File: src/include/usb_fifo_access_map.svh
// register offsets, field positions, reset values and timing counts of the fifo access block
`ifndef USB_FIFO_ACCESS_MAP_SVH
`define USB_FIFO_ACCESS_MAP_SVH
// byte offsets on apb
`define MISC_CTRL_OFS    12'h000
`define OUT_EN_OFS       12'h004
`define IRQ_STATUS_OFS   12'h008
`define IRQ_MASK_OFS     12'h00C
// misc control bit positions
`define MISC_ZLP_BIT     7
`define MISC_READY_BIT   6
`define MISC_SETUP_BIT   5
`define MISC_EP4DB_BIT   4
`define MISC_EP3DB_BIT   3
`define MISC_CLEAR_BIT   2
`define MISC_DIR_BIT     1
`define MISC_REQ_BIT     0
// out fifo enable positions
`define OUT_TOGGLE_BIT   0
`define OUT_EP1_BIT      1
`define OUT_EP3_BIT      3
// interrupt status bit positions
`define IRQ_ZLP_BIT      0
`define IRQ_SETUP_BIT    1
`define IRQ_UNDERRUN_BIT 2
`define IRQ_DONE_BIT     3
// reset values
`define MISC_RESET       8'h00
`define OUT_EN_RESET     8'h00
`define IRQ_RESET        4'h0
// cycles the tracker spends in ACC_WAIT before the fifo shows ready after a request
`define READY_DELAY      2'h2
`endif

File: src/include/usb_fifo_access_pkg.sv
// types shared by the fifo access block
package usb_fifo_access_pkg;
   // events reported by the serial interface engine side
   typedef struct packed {
      logic zlp_rx;       // host sent an empty packet
      logic setup_rx;     // fifo holds a setup request
      logic host_in_read; // host tried to read an in fifo
   } sie_event_t;
   // access handshake state
   typedef enum logic [1:0] {ACC_IDLE, ACC_WAIT, ACC_BUSY, ACC_DONE} acc_state_t;
   // ready tracker state
   typedef struct packed {
      acc_state_t st;
      logic [1:0] cnt;
      logic       ready;
      logic       done;
   } ready_state_t;
endpackage

File: src/core/usb_fifo_access_control.sv
// apb register block for core access to the usb endpoint fifos
`include "usb_fifo_access_map.svh"
// Behaviour
// empty packet sets flag, fifo read clears
// ready flag shows selected fifo accessible
// core sets direction one for writes
// direction falling marks end of write
// direction low during read, then one
// request bit claims the selected fifo
// enable bits for endpoint 1-3 out fifos
// data pid toggle bit, read-write
// setup flag set by hardware, firmware clears
// clear empties fifo; host read gets underrun
// core drops request after access completes
// double buffer selects for ep4 out, ep3 in
module usb_fifo_access_control
   import usb_fifo_access_pkg::*;
(
   // apb clock and reset
   input  wire logic        pclk,
   input  wire logic        presetn,
   // apb slave
   input  wire logic        psel,
   input  wire logic        penable,
   input  wire logic        pwrite,
   input  wire logic [11:0] paddr,
   input  wire logic [31:0] pwdata,
   output logic      [31:0] prdata,
   output logic             pready,
   output logic             pslverr,
   // serial interface engine side
   input  wire sie_event_t  sie_evt,
   input  wire logic        core_fifo_read,
   output logic             force_tx_err,
   output logic             fifo_flush,
   output logic [3:1]       ep_out_enable,
   output logic             data_pid_toggle,
   output logic             ep4_out_double_buffer_select,
   output logic             ep3_in_double_buffer_select,
   // interrupt
   output logic             irq
);
   // whole block state
   typedef struct packed {
      logic [7:0]  misc;       // fifo_access_misc_control, bit 6 mirrored
      logic [7:0]  outen;      // out_fifo_enable
      logic [3:0]  irq_st;     // sticky events
      logic [3:0]  irq_mask;   // interrupt enables
      logic        underrun;   // fifo was cleared, host read must fail
      logic [31:0] prdata;
      logic        pready;
      logic        pslverr;
      logic        txerr;
      logic        flush;
      logic        irq;
   } blk_state_t;

   blk_state_t  s_ff, nxt_s;
   logic        rdy;           // ready from tracker
   logic        acc_done;      // one-cycle transfer end pulse
   logic        wr_en;         // apb write in access phase
   logic        rd_en;         // apb read in access phase
   logic        acc_open;      // first access cycle, answer still pending
   logic [3:0]  evt;           // events this cycle
   logic [7:0]  misc_view;     // misc as software reads it

   // handshake tracker
   fifo_ready_tracker u_tracker (
      .pclk      (pclk),
      .presetn   (presetn),
      .request   (s_ff.misc[`MISC_REQ_BIT]),
      .dir_write (s_ff.misc[`MISC_DIR_BIT]),
      .clear     (s_ff.misc[`MISC_CLEAR_BIT]),
      .ready     (rdy),
      .done      (acc_done)
   );

   // one wait state: the answer is decoded in the first access cycle and stands in
   // the next; a write lands only at the edge that completes the transfer, so a
   // request the master still holds is never taken twice
   assign acc_open = psel & penable & ~s_ff.pready;
   assign wr_en    = psel & penable & pwrite & s_ff.pready;
   assign rd_en    = acc_open & ~pwrite;
   // bit 4 of misc is the ep4 select; ready and zlp are read-only
   assign misc_view = {s_ff.misc[7], rdy, s_ff.misc[5:0]};

   // next state of registers, flags and apb answer
   always_comb begin
      nxt_s         = s_ff;
      evt           = 4'h0;
      nxt_s.pready  = 1'b0;
      nxt_s.pslverr = 1'b0;
      nxt_s.prdata  = 32'h0000_0000;
      nxt_s.txerr   = 1'b0;
      nxt_s.flush   = 1'b0;
      // software writes; flags that hardware sets are handled afterwards
      if (wr_en) begin
         if (paddr == `MISC_CTRL_OFS) begin
            // keep zlp; firmware may clear setup but never set it
            nxt_s.misc[4:0] = pwdata[4:0];
            if (!pwdata[`MISC_SETUP_BIT]) begin
               nxt_s.misc[`MISC_SETUP_BIT] = 1'b0;
            end
         end else if (paddr == `OUT_EN_OFS) begin
            nxt_s.outen = {4'h0, pwdata[3:0]};
         end else if (paddr == `IRQ_STATUS_OFS) begin
            nxt_s.irq_st = s_ff.irq_st & ~pwdata[3:0];
         end else if (paddr == `IRQ_MASK_OFS) begin
            nxt_s.irq_mask = pwdata[3:0];
         end
      end
      // every access is answered once; an unmapped address is refused
      if (acc_open) begin
         nxt_s.pready = 1'b1;
         if (paddr != `MISC_CTRL_OFS && paddr != `OUT_EN_OFS &&
             paddr != `IRQ_STATUS_OFS && paddr != `IRQ_MASK_OFS) begin
            nxt_s.pslverr = 1'b1;
         end
      end
      // reads
      if (rd_en) begin
         if (paddr == `MISC_CTRL_OFS) begin
            nxt_s.prdata = {24'h00_0000, misc_view};
         end else if (paddr == `OUT_EN_OFS) begin
            nxt_s.prdata = {24'h00_0000, s_ff.outen};
         end else if (paddr == `IRQ_STATUS_OFS) begin
            nxt_s.prdata = {28'h000_0000, s_ff.irq_st};
         end else if (paddr == `IRQ_MASK_OFS) begin
            nxt_s.prdata = {28'h000_0000, s_ff.irq_mask};
         end else begin
            nxt_s.pslverr = 1'b1;
         end
      end
      // core fifo read clears zlp; a new empty packet in the same cycle wins
      if (core_fifo_read) begin
         nxt_s.misc[`MISC_ZLP_BIT] = 1'b0;
      end
      if (sie_evt.zlp_rx) begin
         nxt_s.misc[`MISC_ZLP_BIT] = 1'b1;
         evt[`IRQ_ZLP_BIT]         = 1'b1;
      end
      if (sie_evt.setup_rx) begin
         nxt_s.misc[`MISC_SETUP_BIT] = 1'b1;
         evt[`IRQ_SETUP_BIT]         = 1'b1;
      end
      // host reading an emptied fifo gets the error once
      if (sie_evt.host_in_read && s_ff.underrun) begin
         nxt_s.txerr    = 1'b1;
         nxt_s.underrun = 1'b0;
         evt[`IRQ_UNDERRUN_BIT] = 1'b1;
      end
      // clear request: flush fifo once, arm underrun for the host;
      // placed last so a new clear re-arms even when an error goes out now
      if (s_ff.misc[`MISC_CLEAR_BIT]) begin
         nxt_s.flush    = 1'b1;
         nxt_s.underrun = 1'b1;
         nxt_s.misc[`MISC_CLEAR_BIT] = 1'b0;      // self clearing after one flush
      end
      evt[`IRQ_DONE_BIT] = acc_done;
      // sticky status, set wins over clear
      nxt_s.irq_st = nxt_s.irq_st | evt;
      nxt_s.irq    = |(nxt_s.irq_st & nxt_s.irq_mask);
   end

   // one register for all state
   always_ff @(posedge pclk or negedge presetn) begin
      if (!presetn) begin
         s_ff <= '{misc: `MISC_RESET, outen: `OUT_EN_RESET, irq_st: `IRQ_RESET,
                   irq_mask: `IRQ_RESET, underrun: 1'b0, prdata: 32'h0000_0000,
                   pready: 1'b0, pslverr: 1'b0, txerr: 1'b0, flush: 1'b0, irq: 1'b0};
      end else begin
         s_ff <= nxt_s;
      end
   end

   // outputs straight from flip-flops
   assign prdata                       = s_ff.prdata;
   assign pready                       = s_ff.pready;
   assign pslverr                      = s_ff.pslverr;
   assign force_tx_err                 = s_ff.txerr;
   assign fifo_flush                   = s_ff.flush;
   assign ep_out_enable                = s_ff.outen[`OUT_EP3_BIT:`OUT_EP1_BIT];
   assign data_pid_toggle              = s_ff.outen[`OUT_TOGGLE_BIT];
   assign ep4_out_double_buffer_select = s_ff.misc[`MISC_EP4DB_BIT];
   assign ep3_in_double_buffer_select  = s_ff.misc[`MISC_EP3DB_BIT];
   assign irq                          = s_ff.irq;
endmodule // usb_fifo_access_control

File: src/core/fifo_ready_tracker.sv
// tracks the request and direction handshake and the fifo ready flag
`include "usb_fifo_access_map.svh"
module fifo_ready_tracker
   import usb_fifo_access_pkg::*;
(
   // clock and reset
   input  wire logic pclk,
   input  wire logic presetn,
   // handshake bits from the control register
   input  wire logic request,
   input  wire logic dir_write,
   input  wire logic clear,
   // status back to the register
   output logic      ready,
   output logic      done
);
   ready_state_t s_ff, nxt_s;

   // handshake walk; ready drops when the transfer ends
   always_comb begin
      nxt_s      = s_ff;
      nxt_s.done = 1'b0;
      case (s_ff.st)
         ACC_IDLE: begin
            if (request) begin
               nxt_s.st  = ACC_WAIT;
               nxt_s.cnt = `READY_DELAY;
            end
         end
         ACC_WAIT: begin
            if (!request) begin
               nxt_s.st = ACC_IDLE;
            end else if (s_ff.cnt == 2'h1 || clear) begin
               // clear forces ready even when the fifo was busy
               nxt_s.st    = ACC_BUSY;
               nxt_s.ready = 1'b1;
               nxt_s.cnt   = 2'h0;              // no write direction seen yet in this access
            end else begin
               nxt_s.cnt = s_ff.cnt - 2'h1;
            end
         end
         ACC_BUSY: begin
            // write ends when direction falls while request still high
            if (!request || (dir_write == 1'b0 && s_ff.cnt == 2'h1)) begin
               nxt_s.st    = ACC_DONE;
               nxt_s.ready = 1'b0;
               nxt_s.done  = 1'b1;
            end
            nxt_s.cnt = dir_write ? 2'h1 : 2'h0; // remember a write was in flight
         end
         default: begin
            // wait for the core to drop request
            if (!request) begin
               nxt_s.st = ACC_IDLE;
            end
         end
      endcase
   end

   // state register
   always_ff @(posedge pclk or negedge presetn) begin
      if (!presetn) begin
         s_ff <= '{st: ACC_IDLE, cnt: 2'h0, ready: 1'b0, done: 1'b0};
      end else begin
         s_ff <= nxt_s;
      end
   end

   assign ready = s_ff.ready;
   assign done  = s_ff.done;
endmodule // fifo_ready_tracker

File: config.mk
export PLATFORM = sky130hd
export DESIGN_NAME = usb_fifo_access_control
export DESIGN_NICKNAME = d
export VERILOG_FILES = /design/src/include/usb_fifo_access_pkg.sv /design/src/core/usb_fifo_access_control.sv /design/src/core/fifo_ready_tracker.sv
export VERILOG_INCLUDE_DIRS = /design/src /design/src/include
export SDC_FILE = /design/constraint.sdc
export NUM_CORES = 1
export LEC_CHECK = 0
export BUFFER_PORTS_ARGS = -buffer_cell sky130_fd_sc_hd__buf_2
export CELL_PAD_IN_SITES_DETAIL_PLACEMENT = 2
export CELL_PAD_IN_SITES_GLOBAL_PLACEMENT = 2
export CORE_MARGIN = 2
export CORE_UTILIZATION = 28
export DETAILED_ROUTE_END_ITERATION = 8
export GPL_TIMING_DRIVEN = 0
export HOLD_SLACK_MARGIN = 0.12
export PLACE_DENSITY_LB_ADDON = 0.12
export SYNTH_ARGS = -nofsm -noshare
export SYNTH_HDL_FRONTEND = slang
export SYNTH_HIERARCHICAL = 1
export SYNTH_SLANG_ARGS = --single-unit
File: constraint.sdc
create_clock -name pclk -period 2 [get_ports pclk]
set_input_delay 0.4 -clock pclk [delete_from_list [all_inputs] [get_ports pclk]]
set_output_delay 0.4 -clock pclk [all_outputs]
set_load 0.1 [all_outputs]
==> out/results.txt, run 1 <==
clock network power share: 0.337
post-synthesis instance area: 2113 sq um
vias in the first global route: 1723
final-report hold violation count: 0
Req. time, crit path: 2.19 ns
pin count of the biggest net entering global routing: 40
post-layout util: 0.3651
Yosys top cell by area: dfrtp_1
Setup crit end kind: flop
CTS Hold Bufs: 0
M1 GR Usage: 0.1576
Seq/Total Area, Yosys: 0.4618
number of CTS-inserted buffers: 5
Hold Crit Class: input port to async pin
Clk Latency, worst-skew pair: 0.29 ns
NumNets Final: 321
total design power: 1.986 mW
area delta synth->final: 25.99%
crit path max-delay cell type: or3b_4
period utilization: 0.9544
leakage power: 1.410 nW
P_int: 1.307 mW
FF+latch count, synth: 39
WHS: 0.2157 ns
post-placement worst setup slack: -0.3386 ns
Worst Setup Path Type: input port to flop
Cell Pwr Density: 745.9 nW/um^2
CP Cell Sequence: buf_2, nor4_4, nand3_2, or3b_4, or2_1, buf_6, mux2_4
routed via count: 1570
dominant synthesized flop cell: dfrtp_1
final antenna-violating net count: 0
Switch Pwr: 678.6 uW
EDFF count, synth: 0
fin cells: 363
Total GRT Usage: 0.1339
crit-path max cell delay: 0.43 ns
crit path DAT: 2.09 ns
I/O Pins: 96
status: completed
Fin Clk Skew: 0.009747 ns
gr ovfl total: 0
CP startpoint kind: input port
CP Max Fanout: 5
Clock Sinks: 39
RePlAce Congestion: 0.7942
Max Clk Rate: 523.9 MHz
combinational power share: 0.249
cell with the most instances after synthesis: dfrtp_1
Worst-Margin Slew: 0.8863 ns
Final min period: 1.909 ns
clk slew on worst S/H paths: 0.09 ns
chip width: 90.88 microns
CTS tree: done
Die H: 90.88 microns
PortBufs: 44
final setup TNS: 0 ns
HPWL Detailed: 4037 microns
Yosys cell types: 43
Max Cap Violations: 0
Initial DRC Count: 36
YS warnings: 6
top post-synthesis cells by count: 39 x dfrtp_1, 36 x buf_4, 10 x o21ai_0, 8 x inv_1, 8 x mux2_2
Slew Viols, Final: 0
DR pass1 iterations: 4
core area: 7292 sq um
routed wire length: 5155 microns
layout cells sized above 1: 0.4470
fin area: 2663 sq um
slack of the critical path: 0.09118 ns
placed cells: 355
Post-Syn Instances: 189
drt wl/cell: 14.20 microns
CTS H-tree depth: 2
Via density: 4.325
cell area after placement: 2545 sq um
Setup Viol. Count Final: 0
met2 global-route usage: 0.2463
gr busiest metal: met2
starting density of the core: 0.2898
CTS root buffer: clkbuf_8
Synth top area share: 0.4618
DRC viols: 0
syn avg cell area: 11.18 sq um
ANT cells: 0
Net Sw Frac: 0.3417
sequential share of power: 0.414
RSZ-0062 raised after global routing: no
die footprint: 8258 sq um
first-pass GRT wire length: 8763 microns
global-route met3 utilization: 0.02838
top cells by area, synth: dfrtp_1 46%, buf_4 13%, mux2_2 4.3%, ha_1 3.0%, mux2_4 2.8%
fraction of registers with async set/reset: 1.000
initial antenna violation count: 0
Peak VDD IR: 0.5333 mV
deepest clock path buffer count: 2
Max-slew headroom: 0.4091
row cnt: 31
==> layer usage <==
layer	vias to the layer above	routed length [microns]
li1	755	-
met1	774	2159
met2	35	2721
met3	6	220
met4	0	54
met5	-	0
==> path summary, 6_finish.rpt <==
path,from,endpoint,slack [ns],cells past startpoint
max in group asynchronous,presetn,pready,1.19,1
worst max register to register,u_tracker/s_ff[5],u_tracker/s_ff[4],0.23,5
worst min-delay path,presetn,pready,0.22,1
worst max-delay path,paddr[10],data_pid_toggle,0.09,7
worst min register to register,u_tracker/done,s_ff[45],0.45,1
min in group pclk,sie_evt[2],misc_view[7],0.31,2
==> power by group through the flow <==
stage / Combinational [mW] / Clock, mW / Sequential [mW]
after floorplan: 0.385 / 0 / 0.849
after global placement: 0.496 / 0 / 0.838
after detailed placement: 0.499 / 0 / 0.838
after CTS: 0.500 / 0.698 / 0.822
after global routing: 0.535 / 0.741 / 0.826
final: 0.495 / 0.670 / 0.822
==> layout make-up <==
| cell class | instances | area (sq um) |
|---|---|---|
| clock buffer | 5 | 68.82 |
| inverter | 8 | 30.03 |
| multi-input combinational | 126 | 909.6 |
| fill | 856 | 4629 |
| timing repair buffer | 44 | 220.2 |
| clock inverter | 3 | 43.79 |
| buffer | 39 | 289.0 |
| tap | 99 | 123.9 |
| sequential | 39 | 977.2 |
==> worst max-delay path: cells and delay by family <==
kind / cells / cell delay, ns
muxes: 1 / 0.29
buffers and inverters: 2 / 0.25
and+or+nand+nor: 4 / 1.15
==> cell usage in the layout, fill, tap and decap left out, drive strengths merged, types with 3 or more instances in the layout <==
| cell type | synthesis | routed |
|---|---|---|
| nand2 | 4 | 4 |
| o22ai | 3 | 3 |
| mux2i | 4 | 4 |
| a211oi | 3 | 3 |
| dfrtp | 39 | 39 |
| nor2 | 6 | 6 |
| ha | 5 | 5 |
| nand2b | 3 | 3 |
| a21oi | 6 | 6 |
| or2 | 5 | 5 |
| and2 | 5 | 5 |
| inv | 8 | 8 |
| a21boi | 5 | 5 |
| mux2 | 12 | 12 |
| clkbuf | 2 | 7 |
| conb | 1 | 24 |
| nand4 | 3 | 3 |
| buf | 37 | 81 |
| o21ai | 10 | 10 |
| a31oi | 4 | 4 |
==> registers in the layout, summed over array words and instances (netlist names) <==
name,flops
irq,1
pready,1
fifo_flush,1
ep3_in_double_buffer_select,1
u_tracker/s_ff,4
pslverr,1
force_tx_err,1
data_pid_toggle,1
misc_view,5
ep4_out_double_buffer_select,1
ep_out_enable,3
u_tracker/ready,1
u_tracker/done,1
prdata,8
s_ff,9
==> cell families (layout without fill, tap and decap cells) <==
family,Yosys count,count (layout),share of synthesized area
buffers and inverters,47,99,0.1510
adder cells (fa/ha/maj),5,5,0.02960
AND/OR/NAND/NOR,43,43,0.1433
other,1,24,0.001774
multiplexers,16,16,0.09000
AO/OA/AOI/OAI,38,38,0.1226
flip-flops,39,39,0.4618
==> repair_timing <==
| action | in CTS | in global routing |
|---|---|---|
| gates resized for setup | 1 | 0 |
| setup buffers | 0 | 0 |
| setup endpoints to repair | 4 | 0 |
Note: power is estimated with default switching activity, not from simulation.
==> run 2, diff against run 1 <==
Settings changed: CORE_MARGIN 2 to default, SYNTH_HIERARCHICAL 1 to default.
==> out/results.txt, run 2 <==
Max Clk Rate: 547.8 MHz
CTS root buffer: clkbuf_8
drt wl/cell: 13.60 microns
RePlAce Congestion: 0.7070
FF+latch count, synth: 39
Cell Pwr Density: 759.6 nW/um^2
final-report hold violation count: 0
layout cells sized above 1: 0.4109
P_int: 1.336 mW
initial antenna violation count: 0
EDFF count, synth: 0
post-placement worst setup slack: -0.02460 ns
status: completed
cell with the most instances after synthesis: dfrtp_1
Worst-Margin Slew: 0.8636 ns
CTS H-tree depth: 2
DR pass1 iterations: 4
DRC viols: 0
final antenna-violating net count: 0
Reg with most FFs: s_ff
gr ovfl total: 0
CTS Hold Bufs: 0
Hold Crit Class: input port to async pin
syn avg cell area: 11.36 sq um
Max Cap Violations: 0
Seq/Total Area, Yosys: 0.4719
Die H: 87.95 microns
crit path DAT: 1.96 ns
slack of the critical path: 0.1747 ns
leakage power: 1.467 nW
placed cells: 346
period utilization: 0.9127
post_cts resized: 0
vias in the first global route: 1572
fraction of registers with async set/reset: 1.000
CP startpoint kind: flop
met2 global-route usage: 0.2361
chip width: 87.95 microns
HPWL Detailed: 3738 microns
starting density of the core: 0.2962
pin count of the biggest net entering global routing: 40
RSZ-0062 raised after global routing: no
routed wire length: 4813 microns
M1 GR Usage: 0.1572
routed via count: 1550
fin cells: 354
post-synthesis instance area: 2068 sq um
NumNets Final: 315
Worst Setup Path Type: flop to flop
post-layout util: 0.3751
commonest non-fill, non-tap cells in the layout: 46 x buf_2, 38 x dfrtp_1, 36 x buf_4
final setup TNS: 0 ns
row cnt: 30
ANT cells: 0
combinational power share: 0.241
Setup crit end kind: flop
clk slew on worst S/H paths: 0.08 ns
Max-slew headroom: 0.4243
Total GRT Usage: 0.1311
Req. time, crit path: 2.14 ns
Peak VDD IR: 0.3305 mV
sequential share of power: 0.413
top cells by area, synth: dfrtp_1 47%, buf_4 13%, mux2i_1 4.4%, mux2_1 3.3%, mux2_2 3.3%
commonest non-fill, non-tap cell in the layout: buf_2
Yosys top cell by area: dfrtp_1
top post-synthesis cells by count: 39 x dfrtp_1, 36 x buf_4, 9 x mux2i_1, 8 x nor2_1, 8 x o21ai_0
CTS tree: done
clock network power share: 0.346
max reg flops: 9
FF-to-FF setup slack: 0.17 ns
number of CTS-inserted buffers: 5
Switch Pwr: 653.1 uW
CP Max Fanout: 4
WHS: 0.2184 ns
global-route met3 utilization: 0.02545
gr busiest metal: met2
YS warnings: 0
PortBufs: 45
core area: 6982 sq um
Fin Clk Skew: 0.003567 ns
Post-CTS Setup Repair Bufs: 0
Clock Sinks: 39
Via density: 4.379
Slew Viols, Final: 0
Post-Syn Instances: 182
die footprint: 7734 sq um
area delta synth->final: 26.62%
first-pass GRT wire length: 7659 microns
Synth top area share: 0.4719
Yosys cell types: 39
Final min period: 1.825 ns
Initial DRC Count: 66
deepest clock path buffer count: 2
dominant synthesized flop cell: dfrtp_1
Net Sw Frac: 0.3283
Clk Latency, worst-skew pair: 0.29 ns
Setup Viol. Count Final: 0
I/O Pins: 96
-- run 2: path summary, 6_finish.rpt --
| kind | startpoint | cells after the start | end |
|---|---|---|---|
| max in group asynchronous | presetn | 1 | pready |
| max | pready | 5 | irq |
| max reg2reg | pready | 5 | irq |
| min in group pclk | sie_evt[2] | 2 | misc_view[7] |
| min | presetn | 1 | prdata[4] |
| min reg2reg | u_tracker.done | 1 | s_ff[45] |
-- run 2: layer usage --
layer	routed length, microns	up-vias
met5	0	-
met4	42	0
met3	275	5
met2	2399	46
met1	2094	773
li1	-	726
-- run 2: area by class of cell --
type,count,area (sq um)
fillers,802,4363
flip-flops and latches,39,977.2
multi-input cells,121,873.3
plain buffers,38,279.0
repair buffers,45,225.2
well taps,96,120.1
clock buffers,6,82.58
clock inverters,2,35.03
inverters,7,26.28
-- run 2: logic make-up (layout without fill, tap and decap cells) --
logic type / count (synthesis) / count (layout) / synth area share
adders and majority gates: 5 / 5 / 0.03025
buffers and inverters: 45 / 98 / 0.1476
other: 1 / 24 / 0.001813
DFF: 39 / 39 / 0.4719
muxes: 21 / 21 / 0.1089
and+or+nand+nor: 42 / 42 / 0.1434
AOI/OAI and AO/OA: 29 / 29 / 0.09619
-- run 2: power by group through the flow --
stage               sequential [mW]  combinational, mW  clock, mW
floorplan                     0.850              0.373          0
global placement              0.838              0.477          0
detailed placement            0.839              0.484          0
CTS                           0.823              0.484      0.711
global route                  0.828              0.522      0.729
finish                        0.822              0.479      0.689
-- run 2: critical path, cell delays in order, from the launching register on --
cell	delay, ns
dfrtp_2	0.36
and4_1	0.33
nand4_1	0.30
mux2_2	0.37
o21ai_0	0.14
nand4_1	0.18
-- run 2: through the flow --
stage / total power [mW] / cell area [sq um]
after floorplan: 1.223 / 2156
after global placement: 1.315 / 2501
after detailed placement: 1.323 / 2501
after CTS: 2.018 / 2619
after global routing: 2.078 / 2619
final: 1.989 / 2619
